$ cat config.mk
export PLATFORM = sky130hd
export DESIGN_NAME = emp_pin_mux
export DESIGN_NICKNAME = d
export VERILOG_FILES = /design/src/common/emp_pkg.sv /design/src/hw/emp_pin_mux.sv
export SDC_FILE = /design/constraint.sdc
export NUM_CORES = 1
export LEC_CHECK = 0
export ABC_AREA = 1
export BUFFER_PORTS_ARGS = -buffer_cell sky130_fd_sc_hd__buf_2
export CAP_MARGIN = 20
export CORE_AREA = 2 2 109 111
export DETAILED_ROUTE_END_ITERATION = 7
export DIE_AREA = 0 0 111 113
export PLACE_DENSITY = 0.7
export SLEW_MARGIN = 15
export SYNTH_ARGS = -nofsm -noshare
export SYNTH_HDL_FRONTEND = slang
export SYNTH_SLANG_ARGS = --single-unit
$ cat constraint.sdc
create_clock -name mclk_i -period 1.5 [get_ports mclk_i]
set_clock_uncertainty 0.1 [all_clocks]
set_input_delay 0.225 -clock mclk_i [delete_from_list [all_inputs] [get_ports mclk_i]]
set_output_delay 0.225 -clock mclk_i [all_outputs]
set_load 0.01 [all_outputs]
$ cat src/common/emp_pkg.sv
// Overview of operation
// - Each shared pin is driven by whichever memory controller currently owns the external bus.
// - Under the SDRAM controller pins A11..A2 carry SDRAM address 9..0, else static address 11..2.
// - SDRAM address bit 10 leaves only on its dedicated pin, which the static side never uses.
// - Pins A14..A13 carry SDRAM address 12..11 under SDRAM and static address 14..13 otherwise.
// - The shared write-byte-1/byte-select-1 pin gives byte select 1 for SDRAM, write strobe 1 or byte select 1 for static.
// - Pins A25..A15, A12, A1 and A0 belong to the static controller only.
// - With two 8-bit devices, write strobe 0 writes the lower byte and strobe 1 the upper byte.
// - With four 8-bit devices, write strobe n writes only byte lane n.
// - In byte-select mode, selects 0 and 1 qualify the low and high byte of the lower half-word.
// - In byte-select mode, selects 2 and 3 qualify the low and high byte of the upper half-word.
// - The NAND chip select, output enable and write enable pins are active low.
// - SDRAM chip select, write enable, row and column strobes are active low, clock enable high.
package emp_pkg;

	localparam int EMP_ADDR_W    = 26;
	localparam int EMP_SDR_A_W   = 13;
	localparam int EMP_DATA_W    = 32;
	localparam int EMP_LANES     = 4;
	localparam int EMP_NCS       = 6;

	// static data bus width codes
	localparam logic [1:0] EMP_WIDTH_8  = 2'h0;
	localparam logic [1:0] EMP_WIDTH_16 = 2'h1;
	localparam logic [1:0] EMP_WIDTH_32 = 2'h2;

	// address field positions
	localparam int EMP_SDR_LO_MSB = 9;
	localparam int EMP_SDR_A10    = 10;
	localparam int EMP_SDR_HI_LSB = 11;
	localparam int EMP_PIN_LO_LSB = 2;
	localparam int EMP_PIN_LO_MSB = 11;
	localparam int EMP_PIN_A12    = 12;
	localparam int EMP_PIN_HI_LSB = 13;
	localparam int EMP_PIN_HI_MSB = 14;
	localparam int EMP_PIN_ST_LSB = 15;

	// idle and reset levels
	localparam logic EMP_STROBE_IDLE = 1'h1;
	localparam logic EMP_CKE_RESET   = 1'h0;
	localparam logic EMP_WAIT_RESET  = 1'h0;

	typedef enum logic [1:0] {
		EMP_OWN_IDLE,
		EMP_OWN_STATIC,
		EMP_OWN_SDRAM
	} emp_own_t;

endpackage

$ cat src/hw/emp_pin_mux.sv
`timescale 1ns/1ps
module emp_pin_mux #(
	parameter int ADDR_W = emp_pkg::EMP_ADDR_W,
	parameter int DATA_W = emp_pkg::EMP_DATA_W
) (
	input  wire logic                          mclk_i,                 // system clock
	input  wire logic                          nrst_i,                 // sync reset, active low
	// ownership handshake
	input  wire logic                          smc_req_i,              // static access in progress
	input  wire logic                          sdr_req_i,              // sdram access in progress
	output logic                               smc_gnt_o,              // static owns the pins
	output logic                               sdr_gnt_o,              // sdram owns the pins
	// static memory controller side
	input  wire logic [ADDR_W-1:0]             smc_a_i,                // static address
	input  wire logic [emp_pkg::EMP_LANES-1:0] smc_lane_en_i,          // byte lanes in use
	input  wire logic                          smc_we_n_i,             // write pulse, low
	input  wire logic                          smc_rd_n_i,             // read pulse, low
	input  wire logic [emp_pkg::EMP_NCS-1:0]   smc_ncs_i,              // chip selects, low
	input  wire logic [1:0]                    smc_width_i,            // data bus width code
	input  wire logic                          smc_byte_write_i,       // 1 byte-write, 0 select
	input  wire logic                          smc_nand_cs_n_i,        // nand select, low
	input  wire logic                          smc_nand_oe_n_i,        // nand read, low
	input  wire logic                          smc_nand_we_n_i,        // nand write, low
	input  wire logic [DATA_W-1:0]             smc_d_i,                // write data
	input  wire logic                          smc_d_oe_i,             // drive data bus
	output logic                               smc_wait_o,             // stretch request, high
	// sdram controller side
	input  wire logic [emp_pkg::EMP_SDR_A_W-1:0] sdr_a_i,              // sdram address
	input  wire logic [emp_pkg::EMP_LANES-1:0] sdr_dqm_i,              // byte masks, high
	input  wire logic                          sdr_cs_n_i,             // chip select, low
	input  wire logic                          sdr_we_n_i,             // write enable, low
	input  wire logic                          sdr_ras_n_i,            // row strobe, low
	input  wire logic                          sdr_cas_n_i,            // column strobe, low
	input  wire logic                          sdr_cke_i,              // clock enable, high
	input  wire logic [DATA_W-1:0]             sdr_d_i,                // write data
	input  wire logic                          sdr_d_oe_i,             // drive data bus
	// shared read data
	output logic [DATA_W-1:0]                  rd_data_o,              // captured pin data
	// external pins
	output logic [ADDR_W-1:0]                  ebi_a_o,                // address, A0/A1 shared
	output logic                               write_strobe_byte0_n_o, // byte 0 write or write enable
	output logic                               write_strobe_byte1_n_o, // byte 1 write or select 1
	output logic                               write_strobe_byte3_n_o, // byte 3 write or select 3
	output logic                               ebi_rd_n_o,             // read strobe, low
	output logic [emp_pkg::EMP_NCS-1:0]        ebi_ncs_o,              // chip selects, low
	output logic                               nand_chip_select_n_o,   // low
	output logic                               nand_output_enable_n_o, // low
	output logic                               nand_write_enable_n_o,  // low
	output logic                               sdram_chip_select_n_o,  // low
	output logic                               sdram_write_enable_n_o, // low
	output logic                               sdram_ras_n_o,          // low
	output logic                               sdram_cas_n_o,          // low
	output logic                               sdram_clock_enable_o,   // high
	output logic                               sdram_addr10_pin_o,     // sdram address bit 10
	output logic [DATA_W-1:0]                  ebi_d_o,                // data bus out
	output logic                               ebi_d_oe_o,             // data bus enable, high
	input  wire logic [DATA_W-1:0]             ebi_d_i,                // data bus in
	input  wire logic                          external_wait_n_i       // stretch, low
);

	// strobe for one lane of a byte-write device: low only while writing that lane
	function automatic logic lane_strobe_n(input logic we_n, input logic en);
		lane_strobe_n = ~(~we_n & en);
	endfunction

	emp_pkg::emp_own_t own_r;
	emp_pkg::emp_own_t own_nxt;

	logic [ADDR_W-1:0]          a_r;
	logic [ADDR_W-1:0]          a_nxt;
	logic                       wr0_r;
	logic                       wr0_nxt;
	logic                       wr1_r;
	logic                       wr1_nxt;
	logic                       wr3_r;
	logic                       wr3_nxt;
	logic                       rd_r;
	logic                       rd_nxt;
	logic [emp_pkg::EMP_NCS-1:0] ncs_r;
	logic [emp_pkg::EMP_NCS-1:0] ncs_nxt;
	logic                       ncs_nd_r;
	logic                       ncs_nd_nxt;
	logic                       noe_nd_r;
	logic                       noe_nd_nxt;
	logic                       nwe_nd_r;
	logic                       nwe_nd_nxt;
	logic                       sdcs_r;
	logic                       sdcs_nxt;
	logic                       sdwe_r;
	logic                       sdwe_nxt;
	logic                       ras_r;
	logic                       ras_nxt;
	logic                       cas_r;
	logic                       cas_nxt;
	logic                       cke_r;
	logic                       a10_r;
	logic                       a10_nxt;
	logic [DATA_W-1:0]          d_r;
	logic [DATA_W-1:0]          d_nxt;
	logic                       doe_r;
	logic                       doe_nxt;
	logic [DATA_W-1:0]          rd_data_r;
	logic                       wait_r;
	logic                       smc_gnt_r;
	logic                       sdr_gnt_r;

	// ownership: sdram wins a tie from idle, since refresh cannot be postponed for long
	always_comb begin
		own_nxt = own_r;
		case (own_r)
			emp_pkg::EMP_OWN_IDLE: begin
				if (sdr_req_i) begin
					own_nxt = emp_pkg::EMP_OWN_SDRAM;
				end else if (smc_req_i) begin
					own_nxt = emp_pkg::EMP_OWN_STATIC;
				end
			end
			emp_pkg::EMP_OWN_STATIC: begin
				if (!smc_req_i) begin
					own_nxt = emp_pkg::EMP_OWN_IDLE;
				end
			end
			emp_pkg::EMP_OWN_SDRAM: begin
				if (!sdr_req_i) begin
					own_nxt = emp_pkg::EMP_OWN_IDLE;
				end
			end
			default: own_nxt = emp_pkg::EMP_OWN_IDLE;
		endcase
	end

	always_ff @(posedge mclk_i) begin
		if (!nrst_i) begin
			own_r <= emp_pkg::EMP_OWN_IDLE;
			smc_gnt_r <= 1'h0;
			sdr_gnt_r <= 1'h0;
		end else begin
			own_r <= own_nxt;
			smc_gnt_r <= (own_nxt == emp_pkg::EMP_OWN_STATIC);
			sdr_gnt_r <= (own_nxt == emp_pkg::EMP_OWN_SDRAM);
		end
	end

	// pin mux keyed on the next owner, so grant and pin function change on the same edge
	always_comb begin
		a_nxt      = '0;
		wr0_nxt    = emp_pkg::EMP_STROBE_IDLE;
		wr1_nxt    = emp_pkg::EMP_STROBE_IDLE;
		wr3_nxt    = emp_pkg::EMP_STROBE_IDLE;
		rd_nxt     = emp_pkg::EMP_STROBE_IDLE;
		ncs_nxt    = '1;
		ncs_nd_nxt = emp_pkg::EMP_STROBE_IDLE;
		noe_nd_nxt = emp_pkg::EMP_STROBE_IDLE;
		nwe_nd_nxt = emp_pkg::EMP_STROBE_IDLE;
		sdcs_nxt   = emp_pkg::EMP_STROBE_IDLE;
		sdwe_nxt   = emp_pkg::EMP_STROBE_IDLE;
		ras_nxt    = emp_pkg::EMP_STROBE_IDLE;
		cas_nxt    = emp_pkg::EMP_STROBE_IDLE;
		a10_nxt    = 1'h0;
		d_nxt      = '0;
		doe_nxt    = 1'h0;
		case (own_nxt)
			emp_pkg::EMP_OWN_STATIC: begin
				a_nxt      = smc_a_i;
				rd_nxt     = smc_rd_n_i;
				ncs_nxt    = smc_ncs_i;
				ncs_nd_nxt = smc_nand_cs_n_i;
				noe_nd_nxt = smc_nand_oe_n_i;
				nwe_nd_nxt = smc_nand_we_n_i;
				d_nxt      = smc_d_i;
				doe_nxt    = smc_d_oe_i;
				wr0_nxt    = smc_we_n_i;
				if (smc_width_i == emp_pkg::EMP_WIDTH_16) begin
					if (smc_byte_write_i) begin
						wr0_nxt = lane_strobe_n(smc_we_n_i, smc_lane_en_i[0]);
						wr1_nxt = lane_strobe_n(smc_we_n_i, smc_lane_en_i[1]);
					end else begin
						a_nxt[0] = ~smc_lane_en_i[0];
						wr1_nxt  = ~smc_lane_en_i[1];
					end
				end else if (smc_width_i == emp_pkg::EMP_WIDTH_32) begin
					if (smc_byte_write_i) begin
						wr0_nxt  = lane_strobe_n(smc_we_n_i, smc_lane_en_i[0]);
						wr1_nxt  = lane_strobe_n(smc_we_n_i, smc_lane_en_i[1]);
						a_nxt[1] = lane_strobe_n(smc_we_n_i, smc_lane_en_i[2]);
						wr3_nxt  = lane_strobe_n(smc_we_n_i, smc_lane_en_i[3]);
					end else begin
						a_nxt[0] = ~smc_lane_en_i[0];
						wr1_nxt  = ~smc_lane_en_i[1];
						a_nxt[1] = ~smc_lane_en_i[2];
						wr3_nxt  = ~smc_lane_en_i[3];
					end
				end
			end
			emp_pkg::EMP_OWN_SDRAM: begin
				// A25..A15, A12, A1, A0 stay low: no sdram function there
				a_nxt[emp_pkg::EMP_PIN_LO_MSB:emp_pkg::EMP_PIN_LO_LSB] =
					sdr_a_i[emp_pkg::EMP_SDR_LO_MSB:0];
				a_nxt[emp_pkg::EMP_PIN_HI_MSB:emp_pkg::EMP_PIN_HI_LSB] =
					sdr_a_i[emp_pkg::EMP_SDR_A_W-1:emp_pkg::EMP_SDR_HI_LSB];
				a10_nxt  = sdr_a_i[emp_pkg::EMP_SDR_A10];
				wr1_nxt  = sdr_dqm_i[1];
				sdcs_nxt = sdr_cs_n_i;
				sdwe_nxt = sdr_we_n_i;
				ras_nxt  = sdr_ras_n_i;
				cas_nxt  = sdr_cas_n_i;
				d_nxt    = sdr_d_i;
				doe_nxt  = sdr_d_oe_i;
			end
			default: doe_nxt = 1'h0;
		endcase
	end

	always_ff @(posedge mclk_i) begin
		if (!nrst_i) begin
			a_r       <= '0;
			wr0_r     <= emp_pkg::EMP_STROBE_IDLE;
			wr1_r     <= emp_pkg::EMP_STROBE_IDLE;
			wr3_r     <= emp_pkg::EMP_STROBE_IDLE;
			rd_r      <= emp_pkg::EMP_STROBE_IDLE;
			ncs_r     <= '1;
			ncs_nd_r  <= emp_pkg::EMP_STROBE_IDLE;
			noe_nd_r  <= emp_pkg::EMP_STROBE_IDLE;
			nwe_nd_r  <= emp_pkg::EMP_STROBE_IDLE;
			sdcs_r    <= emp_pkg::EMP_STROBE_IDLE;
			sdwe_r    <= emp_pkg::EMP_STROBE_IDLE;
			ras_r     <= emp_pkg::EMP_STROBE_IDLE;
			cas_r     <= emp_pkg::EMP_STROBE_IDLE;
			a10_r     <= 1'h0;
			d_r       <= '0;
			doe_r     <= 1'h0;
		end else begin
			a_r       <= a_nxt;
			wr0_r     <= wr0_nxt;
			wr1_r     <= wr1_nxt;
			wr3_r     <= wr3_nxt;
			rd_r      <= rd_nxt;
			ncs_r     <= ncs_nxt;
			ncs_nd_r  <= ncs_nd_nxt;
			noe_nd_r  <= noe_nd_nxt;
			nwe_nd_r  <= nwe_nd_nxt;
			sdcs_r    <= sdcs_nxt;
			sdwe_r    <= sdwe_nxt;
			ras_r     <= ras_nxt;
			cas_r     <= cas_nxt;
			a10_r     <= a10_nxt;
			d_r       <= d_nxt;
			doe_r     <= doe_nxt;
		end
	end

	// cke is a dedicated pin; self-refresh needs it held even while static owns the bus
	always_ff @(posedge mclk_i) begin
		if (!nrst_i) begin
			cke_r     <= emp_pkg::EMP_CKE_RESET;
			wait_r    <= emp_pkg::EMP_WAIT_RESET;
			rd_data_r <= '0;
		end else begin
			cke_r     <= sdr_cke_i;
			wait_r    <= ~external_wait_n_i;
			rd_data_r <= ebi_d_i;
		end
	end

	assign smc_gnt_o              = smc_gnt_r;
	assign sdr_gnt_o              = sdr_gnt_r;
	assign smc_wait_o             = wait_r;
	assign rd_data_o              = rd_data_r;
	assign ebi_a_o                = a_r;
	assign write_strobe_byte0_n_o = wr0_r;
	assign write_strobe_byte1_n_o = wr1_r;
	assign write_strobe_byte3_n_o = wr3_r;
	assign ebi_rd_n_o             = rd_r;
	assign ebi_ncs_o              = ncs_r;
	assign nand_chip_select_n_o   = ncs_nd_r;
	assign nand_output_enable_n_o = noe_nd_r;
	assign nand_write_enable_n_o  = nwe_nd_r;
	assign sdram_chip_select_n_o  = sdcs_r;
	assign sdram_write_enable_n_o = sdwe_r;
	assign sdram_ras_n_o          = ras_r;
	assign sdram_cas_n_o          = cas_r;
	assign sdram_clock_enable_o   = cke_r;
	assign sdram_addr10_pin_o     = a10_r;
	assign ebi_d_o                = d_r;
	assign ebi_d_oe_o             = doe_r;
endmodule

# Word-level counts from Yosys, hierarchy flattened
# Index checks and enable logic that the tools add are counted.
# op_classes
shifts	0
reduce_logical	4
mul	0
muxes	22
order_cmp	0
n_eq_ne	6
n_bitwise	17
div	0
n_addsub	0
# op_table
op	n
32-bit one-hot mux with 2 select lines	1
10-bit one-hot mux with 2 select lines	1
1-bit NOT	13
1-bit two-way mux	11
2-bit two-way mux	5
2-bit by 1-bit == test with 1-bit output (second input constant)	3
2-bit == test (second input constant)	3
2-bit one-hot mux with 3 select lines	1
1-bit AND	4
1-bit one-hot mux with 2 select lines	2
2-bit one-hot mux with 2 select lines	1
2-bit AND reduction	2
4-bit OR reduction	1
2-bit logical NOT	1
# word_totals
memories	0
ramBits	0
word_cells	72
out_inout_bits	113
inputBits	169
register_bits	115
romBits	0
latchBits	0

# Depth between registers and ports, before layout
# Gate-level depths: netlist of run 1.
# depth
word_depth	7
depth_mapped	10
depth_no_buf	10

# Worst setup path before layout of run 1
# No wires, ideal clock.
# synth_path
path_kind	reg-to-reg
start	register own_r[0]
end	register d_r[25] (netlist: ebi_d_o[25])
path_stages_with_launch	9
t_arrival_ns	1.451
period_less_slack_ns	1.617
path_buffers	2
setup_time_ns	0.066
path_slack_ns	-0.117
t_required_ns	1.334
cell_sequence	dfxtp_1 nor2_1 inv_1 nand2_1 ha_1 or2_1 buf_6 buf_6 a21oi_2
# synth_between
word_cells_on_any_way	11
cone_classes	eq/ne (4); mux (6); reduce/logical (1)
# synth_lines
element	line_no	text
from (decl)	emp_pin_mux.sv:66	emp_pkg::emp_own_t own_r;
from (signal assigned)	emp_pin_mux.sv:134	own_r <= emp_pkg::EMP_OWN_IDLE;
from (signal assigned)	emp_pin_mux.sv:138	own_r <= own_nxt;
2-bit == test, or another cell as far along	emp_pin_mux.sv:110	case (own_r)
2-bit one-hot mux with 3 select lines (*)	emp_pin_mux.sv:110	
net own_nxt[1]	emp_pin_mux.sv:67	emp_pkg::emp_own_t own_nxt;
2-bit == test / 2-bit by 1-bit == test with 1-bit output (equally long branches)	emp_pin_mux.sv:162	case (own_nxt)
32-bit one-hot mux with 2 select lines (*)	emp_pin_mux.sv:162	
to (signal assigned)	emp_pin_mux.sv:247	d_r <= d_nxt;
to (decl)	emp_pin_mux.sv:98	logic [DATA_W-1:0] d_r;
# The timed path passes the listed nets; every way through them passes the cells marked *.
# A chain may end at the register's enable or synchronous reset.

# Worst setup path after layout of run 1
# layout_path
start	register own_r[0]
end	register d_r[23] (netlist: ebi_d_o[23])
# The elaborated chain is that of the path after synthesis.

==> impl_metrics.toml, run 1 <==
[status]
outcome = "finished with violations"
violations = "negative hold slack, negative setup slack"

[setup_path]
path_delay_family = "buffers and inverters"
critPathMaxStageDelay_ns = 0.32
crit_path_cell_trace = "nor2_4 > buf_4 > ha_4 > or2_4 > buf_12 > buf_12 > a21oi_2"
cp-end-kind = "flop"
required_ns = 1.74
cp_num_buf_inv = 3
start_kind = "flop"
slowest_stage = "dfxtp_2"
cp_data_arrival_time_ns = 1.91
path_class = "flop to flop"
cpMostUsedCell = "buf_12"
cp_max_fo = 17

[power]
p_per_area_nw_per_um2 = 1021
irDropWorstVdd_mv = 0.9548
power_w = 0.008762
p_leak_nw = 4.424

[logic_synthesis]
synth_edf_count = 0
synthDistinctLibCells = 16
synth-compound-area-share = 0.1060
yosysTopAreaCell = "dfxtp_1"
synthAdderAreaFrac = 0.009934
synth_top_cells_by_count = "nand2_1 (136), dfxtp_1 (115), inv_1 (56), a21oi_2 (40), nor2_1 (22)"
netlist_area_sq_um = 3779
ys_ff_latch = 115
synthesis.nets = 594
ys_top_cells_by_area = "dfxtp_1 (61%), nand2_1 (14%), a21oi_2 (9.3%), inv_1 (5.6%), or2_2 (2.3%)"
ys_async_sr_fraction = 0
avgSynthCellArea_sq_um = 8.954
synthMuxAreaShare = 0
synth_xor_area_frac = 0
synth_top_family_by_area = "simple AND/OR/NAND/NOR gates"
yosys_warnings = 0
synth_seq_area_share = 0.6093
syn_inst = 422
synthMostInstantiatedCell = "nand2_1"
yosys.area.top_type_share = 0.6093
synth-main-ff-cell = "dfxtp_1"
synth_simple_gate_area_frac = 0.1858

[layout]
regArea_sq_um = 2305
nets = 1071
fill_cells = 671
multi_input_area_sq_um = 1573
area_growth_pct = 127.2
layout-drive-gt1-share = 0.5296

[clock_network]
clockBufferDepth = 2
cts-root-buf = "clkbuf_16"
insertion_delay_ns = 0.41
cts.htree.levels = 4
cts_made_buffers = 17
cts_tree = "done"
clock_sinks = 115
clk_pin_slew_ns = 0.06

[floorplanning]
core-area_sq_um = 11270
start_util = 0.3352
num_rows = 39
die_y_microns = 113
num_io_pins = 282
die_area_sq_um = 12540
die_w_microns = 111

[drt]
via_count = 4870
wl_per_cell_microns = 17.19
wl_mm = 18.17
viasPerCell = 4.607
firstDrtPassIters = 4
drt_iter0_drc = 316
drc = 0
ant_nets = 0

[sta]
finalSetupViolCount = 73
min_period_over_period = 1.112
worst_slew_margin_rel = 0.7737
final.min_clock_period_ns = 1.669
hold_violations = 1
hold_ws_ns = -0.001056
drv_slew = 0
finalWorstSetupSlack_ns = -0.1685
rsz0062_at_grt = "yes"
tightest_slew_ns = 0.3394
fmax_mhz = 599.3

[global_route]
grt_pass1_wl_mm = 24.90
grt-ovfl-total = 0
antenna_found_initial = 1
grt_busiest_layer = "met2"
grt_max_degree = 35
track_usage = 0.2571
met1_usage = 0.2406
first_global_vias = 5195
globalRouteMet2Util = 0.4703
met3_usage = 0.08570

[placement]
dp_hpwl_mm = 8.319
routabilityCongestion = 0.8705
portBuffers = 278

[hold_path]
hp-class = "input pin to flop"

[job]
drv_cap = 0
## cell type report
class | instances | share of cell area
repair buffers | 479 | 0.4326
clock inverters | 9 | 0.01195
flip-flops and latches | 115 | 0.2685
well taps | 143 | 0.02084
diodes | 2 | 0.0005830
clock buffers | 23 | 0.05684
inverters | 57 | 0.02551
multi-input cells | 229 | 0.1832
## path summary, 6_finish.rpt
check                            to  slack (ns)  cells after the start                 from
max reg2reg  ebi_d_o[23]$_SDFF_PN0_       -0.17                      7  own_r[0]$_SDFF_PN0_
max          ebi_d_o[23]$_SDFF_PN0_       -0.17                      7  own_r[0]$_SDFF_PN0_
min reg2reg     own_r[1]$_SDFF_PN0_        0.62                      5  own_r[0]$_SDFF_PN0_
min          ebi_d_o[24]$_SDFF_PN0_      -0.001                      3          sdr_d_i[24]
## worst register-to-register path, stage by stage, from the launching register on
cell,delay [ns]
dfxtp_2,0.32
nor2_4,0.12
buf_4,0.14
ha_4,0.19
or2_4,0.27
buf_12,0.18
buf_12,0.16
a21oi_2,0.12
## kinds of logic (layout without fill, tap and decap cells)
| group | Yosys count | after routing |
|---|---|---|
| and+or+nand+nor | 176 | 176 |
| other | 0 | 2 |
| DFF | 115 | 115 |
| adders and majority gates | 3 | 3 |
| AOI/OAI and AO/OA | 50 | 50 |
| buffers and inverters | 78 | 568 |
## per-layer routing
metal	share of wire	wire, microns
met5	0	0
met4	0.053	969
met3	0.074	1336
met2	0.52	9514
met1	0.35	6353
## flip-flops by register name (all words and copies together) (netlist names), 2 cells and up
| register | flops |
|---|---|
| rd_data_o | 32 |
| own_r | 2 |
| ebi_a_o | 26 |
| ebi_ncs_o | 6 |
| ebi_d_o | 32 |
## layout by cell type, fill, tap and decap left out, types with 4 or more instances in the layout
master,Yosys,routed
buf_2,2,278
dlygate4sd3_1,0,157
dfxtp_1,115,113
nand2_1,136,82
inv_1,56,53
a21oi_2,40,45
nand2_4,0,32
clkbuf_16,0,25
nand2_2,0,21
nor2_1,22,16
or2_4,0,11
buf_12,0,9
buf_4,1,9
buf_6,5,8
buf_16,0,5
buf_8,0,5
nor2_2,0,4
or2_2,14,4
clkbuf_8,0,4
clkinv_2,0,4
## where the power goes
group | leakage [nW] | internal, W | switching [W] | total [W]
Sequential | 0.943 | 0.00318 | 0.0000373 | 0.00322
Clock | 0.285 | 0.00261 | 0.00137 | 0.00398
Combinational | 3.20 | 0.000863 | 0.000702 | 0.00157
Total | 4.42 | 0.00665 | 0.00211 | 0.00876
## stage by stage
step	instances	area [sq um]	setup WS, ns	setup TNS, ns	util
3_5_place_dp	838	5416	-0.2832	-11.32	0.4805
3_3_place_gp	838	5416	-0.2326	-8.658	0.4805
5_1_grt	1056	8582	-0.2144	-10.51	0.7614
4_1_cts	1043	7979	-0.1080	-4.903	0.7078
2_1_floorplan	422	3799	-0.006717	-0.2683	-
6_report	1057	8584	-0.1685	-6.217	0.7616
## repair_timing
| item | CTS | global route |
|---|---|---|
| setup buffers | 10 | 4 |
| setup endpoints to repair | 69 | 74 |
| pin swaps | 2 | 30 |
| endpoints found under the hold margin | 111 | 0 |
| gates cloned | 6 | 12 |
| hold buffers | 157 | 0 |
| gates resized for setup | 47 | 101 |
Note: power is estimated with default switching activity, not from simulation.
==> inputs of run 2 (changes only) <==
Settings changed: CELL_PAD_IN_SITES_DETAIL_PLACEMENT set to 1, CELL_PAD_IN_SITES_GLOBAL_PLACEMENT set to 1, CORE_AREA 2 2 109 111 to 2 2 129 131, DIE_AREA 0 0 111 113 to 0 0 131 133, PLACE_DENSITY 0.7 to 0.72.
==> run 2 against run 1 <==
Net effect: combinational power fell by 13%; via count fell by 4.9%; critical path depth fell by 1; worst setup slack improved by 0.13 ns; the flow finishes with violations (negative setup slack); highest routed layer unchanged; first-iteration DRC count fell by 61%; cell area fell by 5.6%; largest cell class unchanged; clock-buffer cell count fell by 2.
==> impl_metrics.toml, run 2 (synthesis gave the netlist of run 1 again) <==
[sta]
final.min_clock_period_ns = 1.540
fmax_mhz = 649.4
worst_slew_margin_rel = 0.8542
tns_ns = -0.2412
finalSetupViolCount = 19
rsz0062_at_grt = "yes"
finalWorstSetupSlack_ns = -0.03983
hold_violations = 0
tightest_slew_ns = 0.2187
drv_slew = 0
min_period_over_period = 1.027
hold_ws_ns = 0.04272

[layout]
layout-drive-gt1-share = 0.4526
layout_commonest_cell = "buf_2"
nets = 1057
fill_cells = 1883
layout_common_cells = "buf_2 (278), dlygate4sd3_1 (159), nand2_1 (134)"
regArea_sq_um = 2305
final_cell_area_sq_um = 8108
multi_input_area_sq_um = 1292
area_growth_pct = 114.6

[setup_path]
path_class = "flop to flop"
cp_max_fo = 9
path_delay_family = "simple AND/OR/NAND/NOR gates"
cp-end-kind = "flop"
cp_num_buf_inv = 2
required_ns = 1.73
crit_path_cell_trace = "nor2_4 > buf_4 > ha_4 > or2_4 > clkbuf_16 > a21oi_2"
critPathMaxStageDelay_ns = 0.34
cp_data_arrival_time_ns = 1.77
start_kind = "flop"
slowest_stage = "dfxtp_2"

[global_route]
grt_busiest_layer = "met2"
grt-ovfl-total = 0
met3_usage = 0.07440
first_global_vias = 5272
track_usage = 0.2035
met1_usage = 0.1902
grt_max_degree = 47
globalRouteMet2Util = 0.3713
antenna_found_initial = 4
grt_pass1_wl_mm = 26.49

[floorplanning]
num_rows = 47
die_y_microns = 133
die_area_sq_um = 17420
num_io_pins = 282
core-area_sq_um = 16170
die_w_microns = 131
start_util = 0.2337

[power]
switchingPower_w = 0.002104
p_leak_nw = 4.055
swShare = 0.2379
sequentialPowerShare = 0.363
combPwrFrac = 0.154
power_w = 0.008843
p_int_w = 0.006739
irDropWorstVdd_mv = 0.7258
p_per_area_nw_per_um2 = 1091
clock_power_share = 0.482

[drt]
via_count = 4633
wl_mm = 18.81
ant_nets = 0
drt_iter0_drc = 123
drc = 0
firstDrtPassIters = 5
wl_per_cell_microns = 16.78
viasPerCell = 4.133

[placement]
placed_area_sq_um = 5498
portBuffers = 278
routabilityCongestion = 0.7267
dp_hpwl_mm = 9.540
pre_cts_ws_ns = -0.2535

[job]
drv_cap = 0

[clock_network]
cts_tree = "done"
cts.htree.levels = 4
clockBufferDepth = 2
insertion_delay_ns = 0.40
cts_made_buffers = 17
clk_pin_slew_ns = 0.05
cts-root-buf = "clkbuf_16"
clock_sinks = 115

[status]
outcome = "finished with violations"
violations = "negative setup slack"

[hold_path]
hp-class = "input pin to flop"
run 2: metal layers:
metal / up-vias / share of wire
met2: 217 / 0.53
met3: 64 / 0.064
li1: 2194 / -
met4: 0 / 0.045
met1: 2158 / 0.36
met5: - / 0
run 2: path summary, 6_finish.rpt:
kind,start,end,slack [ns],depth (start not counted)
setup reg to reg,own_r[0]$_SDFF_PN0_,ebi_d_o[28]$_SDFF_PN0_,-0.04,6
setup / recovery,own_r[0]$_SDFF_PN0_,ebi_d_o[28]$_SDFF_PN0_,-0.04,6
hold / removal,smc_a_i[1],ebi_a_o[1]$_SDFF_PN0_,0.04,3
hold reg to reg,own_r[0]$_SDFF_PN0_,own_r[1]$_SDFF_PN0_,0.53,4
run 2: final cells by class:
cell class	count	area share
clock buffers	21	0.05556
clock inverters	10	0.01944
flip-flops and latches	115	0.2843
well taps	220	0.03395
diodes	4	0.001235
inverters	57	0.02639
repair buffers	464	0.4198
multi-input cells	230	0.1594
run 2: tightest hold or removal path, delay by kind of cell:
| kind | cells | cell delay [ns] |
|---|---|---|
| buffers and inverters | 1 | 0.09 |
| AOI/OAI and AO/OA | 2 | 0.19 |
run 2: power groups by stage:
| stage | registers, W | logic [W] | clock network, W |
|---|---|---|---|
| floorplan | 0.00334 | 0.000303 | 0 |
| finish | 0.00321 | 0.00136 | 0.00427 |
| CTS | 0.00321 | 0.00121 | 0.00436 |
| detailed placement | 0.00327 | 0.000802 | 0 |
| global route | 0.00322 | 0.00147 | 0.00450 |
| global placement | 0.00327 | 0.000788 | 0 |
run 2: timing repair:
action / CTS / global route
pin swaps: 0 / 4
resized for setup: 19 / 15
setup buffers: 1 / 1
gates cloned: 3 / 6
hold buffers: 159 / 0
setup endpoints to repair: 47 / 69
endpoints found under the hold margin: 113 / 0
run 2: through the flow:
| step | util | std cells |
|---|---|---|
| floorplan | - | 422 |
| global placement | 0.3400 | 916 |
| detailed placement | 0.3400 | 916 |
| CTS | 0.4853 | 1110 |
| global route | 0.5014 | 1121 |
| finish | 0.5014 | 1121 |
